$ cat src/pkg/strap_pkg.sv
// constants and decode shared by the reset, power-down and strap latch block
// Summary of operation
// - reset pin low 1 us starts reset
// - hardware reset returns every register to default
// - hardware reset resamples and reapplies all straps
// - default pin low means power-down mode
// - registers stay reachable while powered down
// - interrupt mode drives pin low when pending
// - straps captured only at power-up or reset
// - software reset reloads captured straps, no resample
// - five address straps latched, all values accepted
// - strapped address zero isolates; address register write never
// - unstrapped address defaults to one
// - autoneg strap high advertises mode-select capability
// - autoneg strap low forces speed and duplex
// - straps load control and advertisement registers
// - unstrapped autoneg straps default to all ones
// - fiber strap low makes low select duplex
// - fiber mode ignores autoneg enable strap
package strap_pkg;
    localparam int CLK_PERIOD_PS = 8000;
    localparam int RESET_MIN_US = 1;
    localparam int RESET_MIN_CYC = (RESET_MIN_US * 1000000 + CLK_PERIOD_PS - 1) / CLK_PERIOD_PS;
    localparam int STRAP_SETTLE_CYC = 3;

    localparam int REG_ADDR_W = 5;
    localparam int REG_DATA_W = 16;
    localparam int STRAP_ADDR_W = 5;
    localparam int ADV_W = 4;
    localparam int ANAR_SEL_W = 5;

    localparam logic [REG_ADDR_W-1:0] ADDR_BMCR = 5'h00;
    localparam logic [REG_ADDR_W-1:0] ADDR_ANAR = 5'h04;
    localparam logic [REG_ADDR_W-1:0] ADDR_STATUS = 5'h10;
    localparam logic [REG_ADDR_W-1:0] ADDR_INTCTL = 5'h11;
    localparam logic [REG_ADDR_W-1:0] ADDR_PHY_CONTROL = 5'h19;

    localparam int BMCR_RESET_BIT = 15;
    localparam int BMCR_SPEED_BIT = 13;
    localparam int BMCR_ANEN_BIT = 12;
    localparam int BMCR_PWRDN_BIT = 11;
    localparam int BMCR_ISO_BIT = 10;
    localparam int BMCR_DUPLEX_BIT = 8;

    localparam int ANAR_SEL_LSB = 0;
    localparam int ANAR_CAP_LSB = 5;
    localparam logic [ANAR_SEL_W-1:0] ANAR_SEL = 5'h01;

    localparam int INT_PIN_MODE_BIT = 0;

    localparam int STAT_FIBER_BIT = 0;
    localparam int STAT_PD_BIT = 1;
    localparam int STAT_PDPIN_BIT = 2;
    localparam int STAT_IRQ_BIT = 3;
    localparam int STAT_RESET_BIT = 4;
    localparam int STAT_ADDR_LSB = 8;

    // capability bits: 10HD, 10FD, 100HD, 100FD from lsb up
    localparam logic [ADV_W-1:0] ADV_MODE_00 = 4'h3;
    localparam logic [ADV_W-1:0] ADV_MODE_01 = 4'hC;
    localparam logic [ADV_W-1:0] ADV_MODE_10 = 4'h5;
    localparam logic [ADV_W-1:0] ADV_MODE_11 = 4'hF;
    localparam logic [ADV_W-1:0] ADV_FIBER_HD = 4'h4;
    localparam logic [ADV_W-1:0] ADV_FIBER_FD = 4'h8;

    localparam logic [STRAP_ADDR_W-1:0] STRAP_ADDR_RST = 5'h01;
    localparam logic [2:0] STRAP_AN_RST = 3'h7;
    localparam logic STRAP_FXN_RST = 1'h1;
    localparam logic [1:0] PIN_SYNC_RST = 2'h3;

    function automatic logic [ADV_W-1:0] advertiseFor(input logic fxN, input logic hi,
                                                      input logic lo);
        logic [ADV_W-1:0] cap;
        cap = ADV_MODE_11;
        if (!fxN) begin
            cap = lo ? ADV_FIBER_FD : ADV_FIBER_HD;
        end else begin
            case ({hi, lo})
                2'h0: cap = ADV_MODE_00;
                2'h1: cap = ADV_MODE_01;
                2'h2: cap = ADV_MODE_10;
                default: cap = ADV_MODE_11;
            endcase
        end
        return cap;
    endfunction
endpackage

$ cat src/pkg/strap_if.sv
// internal link between reset qualifier, strap capture and register core
`timescale 1ns/1ps
`default_nettype none
interface strap_if;
    import strap_pkg::*;
    logic hwResetActive;
    logic captureStb;
    logic strapLoad;
    logic [STRAP_ADDR_W-1:0] capAddr;
    logic capAnEn;
    logic capSelHi;
    logic capSelLo;
    logic capFxN;
    modport qualifier (output hwResetActive, output captureStb);
    modport capture (input captureStb, output strapLoad, output capAddr, output capAnEn,
                     output capSelHi, output capSelLo, output capFxN);
    modport core (input hwResetActive, input captureStb, input strapLoad, input capAddr,
                  input capAnEn, input capSelHi, input capSelLo, input capFxN);
endinterface
`default_nettype wire

$ cat src/hw/reset_pin_qualifier.sv
// reset pin synchroniser and minimum-width qualifier
`timescale 1ns/1ps
`default_nettype none
module reset_pin_qualifier #(
    parameter int MIN_LOW_CYC = strap_pkg::RESET_MIN_CYC
) (
    input wire logic clk,
    input wire logic arst_n,
    input wire logic resetPinN,
    strap_if.qualifier ifc
);
    import strap_pkg::*;
    localparam int CNT_W = $clog2(MIN_LOW_CYC + 1);
    typedef enum logic [1:0] {
        ST_POR = 2'h0,
        ST_HOLD = 2'h1,
        ST_CAPT = 2'h3,
        ST_RUN = 2'h2
    } qual_state_t;

    logic [1:0] pinSync_q;
    qual_state_t state_q, state_d;
    logic [CNT_W-1:0] lowCnt_q, lowCnt_d;
    logic pinLow;

    assign pinLow = !pinSync_q[1];

    always_comb begin
        state_d = state_q;
        lowCnt_d = '0;
        case (state_q)
            ST_POR: begin
                lowCnt_d = lowCnt_q + 1'b1;
                if (lowCnt_q == CNT_W'(STRAP_SETTLE_CYC - 1)) begin
                    state_d = ST_HOLD;
                end
            end
            ST_HOLD: begin
                if (!pinLow) begin
                    state_d = ST_CAPT;
                end
            end
            ST_CAPT: state_d = ST_RUN;
            ST_RUN: begin
                // glitches shorter than the minimum width are ignored
                if (pinLow) begin
                    lowCnt_d = lowCnt_q + 1'b1;
                    if (lowCnt_q == CNT_W'(MIN_LOW_CYC - 1)) begin
                        state_d = ST_HOLD;
                    end
                end
            end
            default: state_d = ST_POR;
        endcase
    end

    always_ff @(posedge clk or negedge arst_n) begin
        if (!arst_n) begin
            pinSync_q <= PIN_SYNC_RST;
            state_q <= ST_POR;
            lowCnt_q <= '0;
        end else begin
            pinSync_q <= {pinSync_q[0], resetPinN};
            state_q <= state_d;
            lowCnt_q <= lowCnt_d;
        end
    end

    assign ifc.hwResetActive = (state_q != ST_RUN);
    assign ifc.captureStb = (state_q == ST_CAPT);
endmodule
`default_nettype wire

$ cat src/hw/reset_powerdown_strap_latch.sv
// reset, power-down or interrupt pin and strap-derived control registers
//
// Our own choices: the address map and the plain strobed port.
`timescale 1ns/1ps
`default_nettype none
module reset_powerdown_strap_latch (
    input wire logic clk,
    input wire logic arst_n,
    input wire logic resetPinN,
    input wire logic [strap_pkg::STRAP_ADDR_W-1:0] stationAddrStrap,
    input wire logic autonegEnableStrap,
    input wire logic modeSelectStrapHi,
    input wire logic modeSelectStrapLo,
    input wire logic fiberEnableLowStrap,
    input wire logic powerdownOrIrqPinIn,
    output logic powerdownOrIrqPinOut,
    output logic powerdownOrIrqPinOeN,
    input wire logic irqPending,
    input wire logic [strap_pkg::REG_ADDR_W-1:0] regAddr,
    input wire logic [strap_pkg::REG_DATA_W-1:0] regWdata,
    input wire logic regWrite,
    input wire logic regRead,
    output logic [strap_pkg::REG_DATA_W-1:0] regRdata,
    output logic chipInReset,
    output logic powerDown,
    output logic isolate,
    output logic autonegEnable,
    output logic speed100,
    output logic fullDuplex,
    output logic fiberMode,
    output logic [strap_pkg::STRAP_ADDR_W-1:0] stationAddr
);
    import strap_pkg::*;

    strap_if ifc ();

    reset_pin_qualifier u_qual (
        .clk(clk),
        .arst_n(arst_n),
        .resetPinN(resetPinN),
        .ifc(ifc.qualifier)
    );

    strap_capture u_cap (
        .clk(clk),
        .arst_n(arst_n),
        .stationAddrStrap(stationAddrStrap),
        .autonegEnableStrap(autonegEnableStrap),
        .modeSelectStrapHi(modeSelectStrapHi),
        .modeSelectStrapLo(modeSelectStrapLo),
        .fiberEnableLowStrap(fiberEnableLowStrap),
        .ifc(ifc.capture)
    );

    logic [1:0] pdSync_q;
    logic speed_q, speed_d, anEn_q, anEn_d, pdBit_q, pdBit_d;
    logic iso_q, iso_d, duplex_q, duplex_d, irqMode_q, irqMode_d;
    logic fiber_q, fiber_d;
    logic [ADV_W-1:0] adv_q, adv_d;
    logic [STRAP_ADDR_W-1:0] addr_q, addr_d;
    logic powerDown_q, powerDown_d, pinOeN_q, pinOeN_d, pinOut_q, pinOut_d;
    logic inReset_q, inReset_d;
    logic [REG_DATA_W-1:0] rdata_q, rdata_d;
    logic swReset;
    logic strapAnEn, strapSpeed, strapDuplex, strapIso;
    logic [ADV_W-1:0] strapAdv;

    assign swReset = regWrite && (regAddr == ADDR_BMCR) && regWdata[BMCR_RESET_BIT];

    // values a strap load or a software reset puts into the registers
    always_comb begin
        strapAnEn = ifc.capFxN && ifc.capAnEn;
        strapSpeed = ifc.capFxN ? ifc.capSelHi : 1'b1;
        strapDuplex = ifc.capSelLo;
        strapIso = (ifc.capAddr == '0);
        strapAdv = advertiseFor(ifc.capFxN, ifc.capSelHi, ifc.capSelLo);
    end

    always_comb begin
        speed_d = speed_q;
        anEn_d = anEn_q;
        pdBit_d = pdBit_q;
        iso_d = iso_q;
        duplex_d = duplex_q;
        irqMode_d = irqMode_q;
        fiber_d = fiber_q;
        adv_d = adv_q;
        addr_d = addr_q;
        if (ifc.hwResetActive) begin
            speed_d = 1'b0;
            anEn_d = 1'b0;
            pdBit_d = 1'b0;
            iso_d = 1'b0;
            duplex_d = 1'b0;
            irqMode_d = 1'b0;
            fiber_d = 1'b0;
            adv_d = '0;
            addr_d = '0;
        end else if (ifc.strapLoad || swReset) begin
            // software reset reuses the last capture, pins are not looked at
            speed_d = strapSpeed;
            anEn_d = strapAnEn;
            pdBit_d = 1'b0;
            iso_d = strapIso;
            duplex_d = strapDuplex;
            irqMode_d = 1'b0;
            fiber_d = !ifc.capFxN;
            adv_d = strapAdv;
            addr_d = ifc.capAddr;
        end else if (regWrite) begin
            // power-down never gates the register port
            case (regAddr)
                ADDR_BMCR: begin
                    speed_d = fiber_q ? 1'b1 : regWdata[BMCR_SPEED_BIT];
                    anEn_d = fiber_q ? 1'b0 : regWdata[BMCR_ANEN_BIT];
                    pdBit_d = regWdata[BMCR_PWRDN_BIT];
                    iso_d = regWdata[BMCR_ISO_BIT];
                    duplex_d = regWdata[BMCR_DUPLEX_BIT];
                end
                ADDR_ANAR: adv_d = regWdata[ANAR_CAP_LSB +: ADV_W];
                ADDR_INTCTL: irqMode_d = regWdata[INT_PIN_MODE_BIT];
                // address change alone never touches isolation
                ADDR_PHY_CONTROL: addr_d = regWdata[STRAP_ADDR_W-1:0];
                default: begin
                end
            endcase
        end
    end

    // pin outputs and status levels
    always_comb begin
        inReset_d = ifc.hwResetActive;
        powerDown_d = !ifc.hwResetActive &&
                      (pdBit_q || (!irqMode_q && !pdSync_q[1]));
        // open-drain style: only ever pulls low, released otherwise
        pinOeN_d = !(irqMode_q && irqPending);
        pinOut_d = !(irqMode_q && irqPending);
    end

    always_comb begin
        rdata_d = '0;
        if (regRead) begin
            case (regAddr)
                ADDR_BMCR: begin
                    rdata_d[BMCR_SPEED_BIT] = speed_q;
                    rdata_d[BMCR_ANEN_BIT] = anEn_q;
                    rdata_d[BMCR_PWRDN_BIT] = pdBit_q;
                    rdata_d[BMCR_ISO_BIT] = iso_q;
                    rdata_d[BMCR_DUPLEX_BIT] = duplex_q;
                end
                ADDR_ANAR: begin
                    rdata_d[ANAR_SEL_LSB +: ANAR_SEL_W] = ANAR_SEL;
                    rdata_d[ANAR_CAP_LSB +: ADV_W] = adv_q;
                end
                ADDR_STATUS: begin
                    rdata_d[STAT_FIBER_BIT] = fiber_q;
                    rdata_d[STAT_PD_BIT] = powerDown_q;
                    rdata_d[STAT_PDPIN_BIT] = pdSync_q[1];
                    rdata_d[STAT_IRQ_BIT] = irqPending;
                    rdata_d[STAT_RESET_BIT] = inReset_q;
                    rdata_d[STAT_ADDR_LSB +: STRAP_ADDR_W] = ifc.capAddr;
                end
                ADDR_INTCTL: rdata_d[INT_PIN_MODE_BIT] = irqMode_q;
                ADDR_PHY_CONTROL: rdata_d[STRAP_ADDR_W-1:0] = addr_q;
                default: rdata_d = '0;
            endcase
        end
    end

    always_ff @(posedge clk or negedge arst_n) begin
        if (!arst_n) begin
            pdSync_q <= PIN_SYNC_RST;
            speed_q <= 1'b0;
            anEn_q <= 1'b0;
            pdBit_q <= 1'b0;
            iso_q <= 1'b0;
            duplex_q <= 1'b0;
            irqMode_q <= 1'b0;
            fiber_q <= 1'b0;
            adv_q <= '0;
            addr_q <= '0;
            powerDown_q <= 1'b0;
            pinOeN_q <= 1'b1;
            pinOut_q <= 1'b1;
            inReset_q <= 1'b1;
            rdata_q <= '0;
        end else begin
            pdSync_q <= {pdSync_q[0], powerdownOrIrqPinIn};
            speed_q <= speed_d;
            anEn_q <= anEn_d;
            pdBit_q <= pdBit_d;
            iso_q <= iso_d;
            duplex_q <= duplex_d;
            irqMode_q <= irqMode_d;
            fiber_q <= fiber_d;
            adv_q <= adv_d;
            addr_q <= addr_d;
            powerDown_q <= powerDown_d;
            pinOeN_q <= pinOeN_d;
            pinOut_q <= pinOut_d;
            inReset_q <= inReset_d;
            rdata_q <= rdata_d;
        end
    end

    assign regRdata = rdata_q;
    assign chipInReset = inReset_q;
    assign powerDown = powerDown_q;
    assign isolate = iso_q;
    assign autonegEnable = anEn_q;
    assign speed100 = speed_q;
    assign fullDuplex = duplex_q;
    assign fiberMode = fiber_q;
    assign stationAddr = addr_q;
    assign powerdownOrIrqPinOeN = pinOeN_q;
    assign powerdownOrIrqPinOut = pinOut_q;
endmodule
`default_nettype wire

$ cat src/hw/strap_capture.sv
// strap pin synchroniser and capture latch
`timescale 1ns/1ps
`default_nettype none
module strap_capture (
    input wire logic clk,
    input wire logic arst_n,
    input wire logic [strap_pkg::STRAP_ADDR_W-1:0] stationAddrStrap,
    input wire logic autonegEnableStrap,
    input wire logic modeSelectStrapHi,
    input wire logic modeSelectStrapLo,
    input wire logic fiberEnableLowStrap,
    strap_if.capture ifc
);
    import strap_pkg::*;
    localparam int VEC_W = STRAP_ADDR_W + 4;
    localparam logic [VEC_W-1:0] VEC_RST = {STRAP_FXN_RST, STRAP_AN_RST, STRAP_ADDR_RST};

    logic [VEC_W-1:0] sync1_q, sync2_q, cap_q, cap_d;
    logic load_q;

    // straps are pins: two stages before the capture latch looks at them
    always_comb begin
        cap_d = cap_q;
        if (ifc.captureStb) begin
            cap_d = sync2_q;
        end
    end

    always_ff @(posedge clk or negedge arst_n) begin
        if (!arst_n) begin
            sync1_q <= VEC_RST;
            sync2_q <= VEC_RST;
            cap_q <= VEC_RST;
            load_q <= 1'b0;
        end else begin
            sync1_q <= {fiberEnableLowStrap, autonegEnableStrap, modeSelectStrapHi,
                        modeSelectStrapLo, stationAddrStrap};
            sync2_q <= sync1_q;
            cap_q <= cap_d;
            load_q <= ifc.captureStb;
        end
    end

    assign ifc.strapLoad = load_q;
    assign ifc.capAddr = cap_q[STRAP_ADDR_W-1:0];
    assign ifc.capSelLo = cap_q[STRAP_ADDR_W];
    assign ifc.capSelHi = cap_q[STRAP_ADDR_W+1];
    assign ifc.capAnEn = cap_q[STRAP_ADDR_W+2];
    assign ifc.capFxN = cap_q[STRAP_ADDR_W+3];
endmodule
`default_nettype wire

$ cat config.mk
export PLATFORM = sky130hd
export DESIGN_NAME = reset_powerdown_strap_latch
export DESIGN_NICKNAME = d
export VERILOG_FILES = /design/src/pkg/strap_pkg.sv /design/src/pkg/strap_if.sv /design/src/hw/reset_pin_qualifier.sv /design/src/hw/reset_powerdown_strap_latch.sv /design/src/hw/strap_capture.sv
export SDC_FILE = /design/constraint.sdc
export NUM_CORES = 1
export LEC_CHECK = 0
export BUFFER_PORTS_ARGS = -buffer_cell sky130_fd_sc_hd__clkbuf_2
export CAP_MARGIN = 20
export CORE_MARGIN = 2
export CORE_UTILIZATION = 40
export DETAILED_ROUTE_END_ITERATION = 7
export GPL_ROUTABILITY_DRIVEN = 0
export GPL_TIMING_DRIVEN = 1
export SYNTH_ARGS = -nofsm -noshare
export SYNTH_HDL_FRONTEND = slang
export SYNTH_SLANG_ARGS = --single-unit
export TNS_END_PERCENT = 20
$ cat constraint.sdc
create_clock -name clk -period 3 [get_ports clk]
set_input_delay 0 -clock clk [delete_from_list [all_inputs] [get_ports clk]]
set_output_delay 0 -clock clk [all_outputs]
set_load 0.1 [all_outputs]
==> Yosys cells after proc, flatten, opt, wreduce, memory -nomap -nowiden <==
Index checks and enable logic that the tools add are counted.
{ "op_classes": {"muxes": 55, "n_addsub": 1, "reduce_logical": 28, "n_eq_ne": 16} }
{ "ops": {"columns": ["op", "count"], "rows": [
  ["$mux 1", 31],
  ["$mux 4", 6],
  ["$mux 5", 4],
  ["$eq 5x5->1 const B", 3],
  ["$reduce_bool 3->1", 5],
  ["$mux 14", 1],
  ["$pmux 7 s2", 1],
  ["$pmux 4 s3", 1],
  ["$logic_not 5->1", 2],
  ["$mux 2", 4],
  ["$pmux 2 s4", 1],
  ["$pmux 4 s2", 1],
  ["$reduce_and 2->1", 4],
  ["$add 7x1->7 const B", 1],
  ["$eq 7x2->1 const B", 1],
  ["$eq 7x7->1 const B", 1],
  ["$mux 7", 1],
  ["$eq 2x2->1 const B", 3],
  ["$logic_and 1x1->1", 6],
  ["$ne 2x1->1 const B", 3],
  ["$pmux 3 s2", 1],
  ["$eq 5x3->1 const B", 1],
  ["$logic_not 1->1", 5],
  ["$eq 2x1->1 const B", 2],
  ["8 further kinds", 11]
]} }
{ "totals": {"ff_bits": 76, "inputBits": 37} }

==> Depth between registers and ports, before layout <==
{ "depth": {"depth_word": 6, "depth_mapped": 6} }

==> Hierarchy <==
From an unflattened synthesis, not the netlist that was laid out.
{ "hier_totals": {"hier_cells": 239, "hier_area_um2": 3125.5} }
{ "by_module_without_submodules": {"columns": ["mod", "area_per_inst_um2", "seq_area_each_um2", "cells_each", "instances"], "rows": [
  ["reset_powerdown_strap_latch", 1750.4, 880.8, 153, 1],
  ["strap_capture", 865.8, 719.4, 38, 1],
  ["reset_pin_qualifier", 509.2, 277.8, 48, 1]
]} }

==> Least setup slack after synthesis <==
Ideal clock, no wire load.
{ "synth_timing": {"kind": "reg2reg", "startpoint": "reg addr_q[0] (netlist: stationAddr[0])", "endpoint": "reg rdata_q[0] (netlist: regRdata[0])", "setup_ns": 0.130, "synth_period_minus_slack_ns": 1.633, "path_stages_with_launch": 4, "required_ns": 2.870, "path_slack_ns": 1.367, "arrival_time_ns": 1.503, "path_cell_list": "dfrtp_1 -> mux2_2 -> a222oi_1 -> nor2b_1"} }
{ "synth_between": {"elab_chain_len": 2} }
{ "synth_lines": {"columns": ["item", "line_no", "source"], "rows": [
  ["start: declaration", "reset_powerdown_strap_latch.sv:60", "logic [STRAP_ADDR_W-1:0] addr_q, addr_d;"],
  ["start signal: assignment", "reset_powerdown_strap_latch.sv:197", "addr_q <= addr_d;"],
  ["$pmux 1 s4", "reset_powerdown_strap_latch.sv:143", "case (regAddr)"],
  ["$mux 14", "reset_powerdown_strap_latch.sv:142", "if (regRead) begin"],
  ["net rdata_d[0]", "reset_powerdown_strap_latch.sv:63", "logic [REG_DATA_W-1:0] rdata_q, rdata_d;"],
  ["end signal: assignment", "reset_powerdown_strap_latch.sv:202", "rdata_q <= rdata_d;"],
  ["end: declaration", "reset_powerdown_strap_latch.sv:63", null]
]} }
The timed path passes the listed nets, and every way through them passes these cells.
A chain may end at the register's enable or synchronous reset.

==> Worst setup path after layout <==
{ "layout_timing": {"startpoint": "reg u_qual.state_q[1]", "endpoint": "reg speed_q (netlist: speed100)"} }
{ "layout_between": {"elab_chain_len": 3, "elab_cells_between_ends": 5, "classes_between": "eq/ne: 1; mux: 1; reduce/logical: 3"} }
{ "layout_lines": {"columns": ["item", "line_no", "source"], "rows": [
  ["start: declaration", "reset_pin_qualifier.sv:22", "qual_state_t state_q, state_d;"],
  ["start signal: assignment", "reset_pin_qualifier.sv:64", "state_q <= state_d;"],
  ["$ne 2x2->1 (*)", "reset_pin_qualifier.sv:69", "assign ifc.hwResetActive = (state_q != ST_RUN);"],
  ["net ifc.hwResetActive", "strap_if.sv:6", "logic hwResetActive;"],
  ["$reduce_bool 3->1 (no line)", null, null],
  ["$reduce_and 2->1 (no line)", null, null],
  ["end signal: assignment", "reset_powerdown_strap_latch.sv:189", "speed_q <= speed_d;"],
  ["end: declaration", "reset_powerdown_strap_latch.sv:56", "logic speed_q, speed_d, anEn_q, anEn_d, pdBit_q, pdBit_d;"]
]} }
Mark *: on every way through the listed nets, which the timed path passes. The rest lies on a longest branch.

==> results.cfg <==
[final_layout]
post-route-util_pct = 53.47
multi_input_area_um2 = 1065
n_antenna_cell = 0
fillCellCount = 648
nets = 383
drive_gt1_share_pct = 34.59
layout.area.seq_um2 = 1878
design_area_um2 = 3920
area_growth_pct = 28.24

[critical_path]
r2r_end = speed100
cp_cell_sequence = nor2b_1 > buf_4 > inv_2 > a311oi_2 > nor2_1 > a32o_1
arrival_ps = 2010
start_kind = flip-flop
end_kind = flip-flop
worstPathRequired_ps = 3240
regToRegSetupSlack_ps = 1230
critPathKind = reg2reg
reg2reg_from = u_qual.state_q[1]
worst-path-max-fanout = 9
crit_slowest_cell = a311oi_2
reg2reg_depth = 6
critPathLaunch = u_qual.state_q[1]
max_stage_delay_ps = 440

[synth]
netlist_instances = 248
ys_warn_count = 0
synthTopCellsByArea = dfrtp_1 (43%), dfstp_2 (18%), mux2i_1 (4.3%)
yosys.area.top_type = dfrtp_1
seq_area_frac_synth_pct = 61.44
synth.distinct_cells = 45
synth_ff_type = dfrtp_1
synthTopCellsByCount = dfrtp_1 (53), dfstp_2 (21), nor2_1 (21)
ys_seq_elements = 74
synth_area_um2 = 3057
synth_edf_count = 0
ys_async_sr_fraction_pct = 100.0
post-synth-top-count-cell = dfrtp_1
synth_top_cell_area_share_pct = 43.39
synth_area_per_cell_um2 = 12.33

[flow_run]
cap_viol_max_count = 0

[place]
port_buffers = 62
placed_cell_area_um2 = 3452
hpwl_mm = 4.270

[clock_tree]
cts_tree = built
cts_buffers = 9
path_clk_slew_ps = 80
root_buffer = clkbuf_8
clk_path_buf_depth = 2
htreeDepth = 3
cts_sinks = 74
clock_latency_ps = 350

[sta]
rsz0062_at_grt = no
tightest_slew_ps = 629.2
min_period_ps = 1766
finalCritPeriodShare_pct = 58.87
fin_tns_setup_ps = 0
max_freq_mhz = 566.2
setup_viol = 0
slew_viol_final = 0
whs_ps = 10.52
maxSlewHeadroom_pct = 57.86
timing_hold_violations_final = 0
finClkSkew_ps = 8.412

[grt]
grt_first_pass_wirelength_mm = 10.17
overflow = 0
grt_max_degree = 49
grt.total_usage_pct = 15.62
grt_antenna_before_repair = 0
first_global_vias = 2042

[power_and_ir_drop]
p_leak_nw = 1.836
ir_drop_mv = 0.3538
cellPowerDensity_nw_per_um2 = 874.6

[floorplanning]
fp.dieW_um = 91.42
placementRows = 31
die_area_um2 = 8357
io_pins = 67
start_util_pct = 41.70
core_um2 = 7331
chipHeight_um = 91.42

[status]
status = finished clean

[route]
antenna_left = 0
via_per_inst = 4.819
drtIter0Drc = 104
num_vias = 2135
routed_wl_mm = 6.196
wl_per_cell_um = 13.99
first_pass_iters = 4
drc_errors = 0

[worst_hold_path]
min_to = regRdata[6]
hold_depth = 3
hp-class = in2reg
min_from = regAddr[2]
-- report_power, final --
part / leakage (nW) / internal, W / switching [W]
Sequential: 0.921 / 0.00123 / 0.000198
Clock: 0.107 / 0.000472 / 0.000386
Combinational: 0.809 / 0.000332 / 0.000816
-- layer usage --
layer / track usage (%) / wire (µm)
met2: 23.47 / 2814
met5: 0 / 0
met3: 3.071 / 260
met4: 7.576 / 144
met1: 21.65 / 2977
-- logic make-up after synthesis --
| logic type | count (synthesis) | share of synthesized area [%] |
|---|---|---|
| DFF | 74 | 61.44 |
| adders and majority gates | 7 | 2.865 |
| xor gates and xnor gates | 5 | 1.433 |
| buffers and inverters | 26 | 3.847 |
| muxes | 23 | 7.941 |
| AOI/OAI and AO/OA | 39 | 9.374 |
| and+or+nand+nor | 73 | 12.98 |
| other | 1 | 0.1227 |
-- worst max-delay path: cells and delay by family (launching register included) --
kind / cells / cell delay, ps
AO/OA/AOI/OAI: 2 / 670
flip-flops: 1 / 430
buffers and inverters: 2 / 290
AND/OR/NAND/NOR: 2 / 270
-- layout make-up --
type / count / share of cell area [%]
Timing Repair Buffer: 89 / 14.68
Inverter: 16 / 1.532
Sequential cell: 74 / 47.91
Clock inverter: 6 / 2.298
Clock buffer: 10 / 3.256
Multi-Input combinational cell: 149 / 27.16
Tap cell: 99 / 3.160
-- flip-flops by register name, summed over array words and instances (netlist names), 2 cells and up --
signal,flops
adv_q,4
pdSync_q,2
regRdata,14
stationAddr,5
u_cap.cap_q,9
u_cap.sync1_q,9
u_cap.sync2_q,9
u_qual.lowCnt_q,7
u_qual.pinSync_q,2
u_qual.state_q,2
-- worst max path at each step --
stage / endpoint / slack, ps / cells past startpoint
after floorplan: regRdata[0] / 1370 / 3
after global placement: speed100 / 1240 / 6
after detailed placement: speed100 / 1240 / 6
after CTS: speed100 / 1230 / 6
after global routing: speed100 / 1030 / 6
final: speed100 / 1230 / 6
-- per-stage QoR --
stage                     power, W  instances  worst slack (ps)
after floorplan           0.002296        249              1368
after global placement    0.002547        402              1236
after detailed placement  0.002570        402              1240
after global routing      0.003617        443              1026
final                     0.003428        443              1234
after CTS                 0.003452        443              1228
-- cell usage in the layout, fill, tap and decap left out, drive strengths merged, types with 3 or more instances in the layout --
cell type,synthesis,routed
dfrtp,53,53
dfstp,21,21
nor2,22,22
nand2,9,9
clkbuf,4,71
nand3b,3,3
o22ai,5,5
nand3,9,9
o21ai,9,9
mux2i,13,13
nor2b,12,12
mux2,10,10
ha,7,7
inv,16,17
nand2b,4,4
o2bb2ai,4,4
and3,5,5
buf,6,3
a22oi,7,7
a21oi,3,3
xor2,3,3
dlygate4sd3,0,25
-- timing repair --
item | in CTS | in global routing
endpoints found under the setup margin | 0 | 0
hold buffers | 25 | 0
endpoints found under the hold margin | 42 | 0
buffers inserted | 0 | 0
resized for setup | 0 | 0
Power figures use the tool's default switching activity.
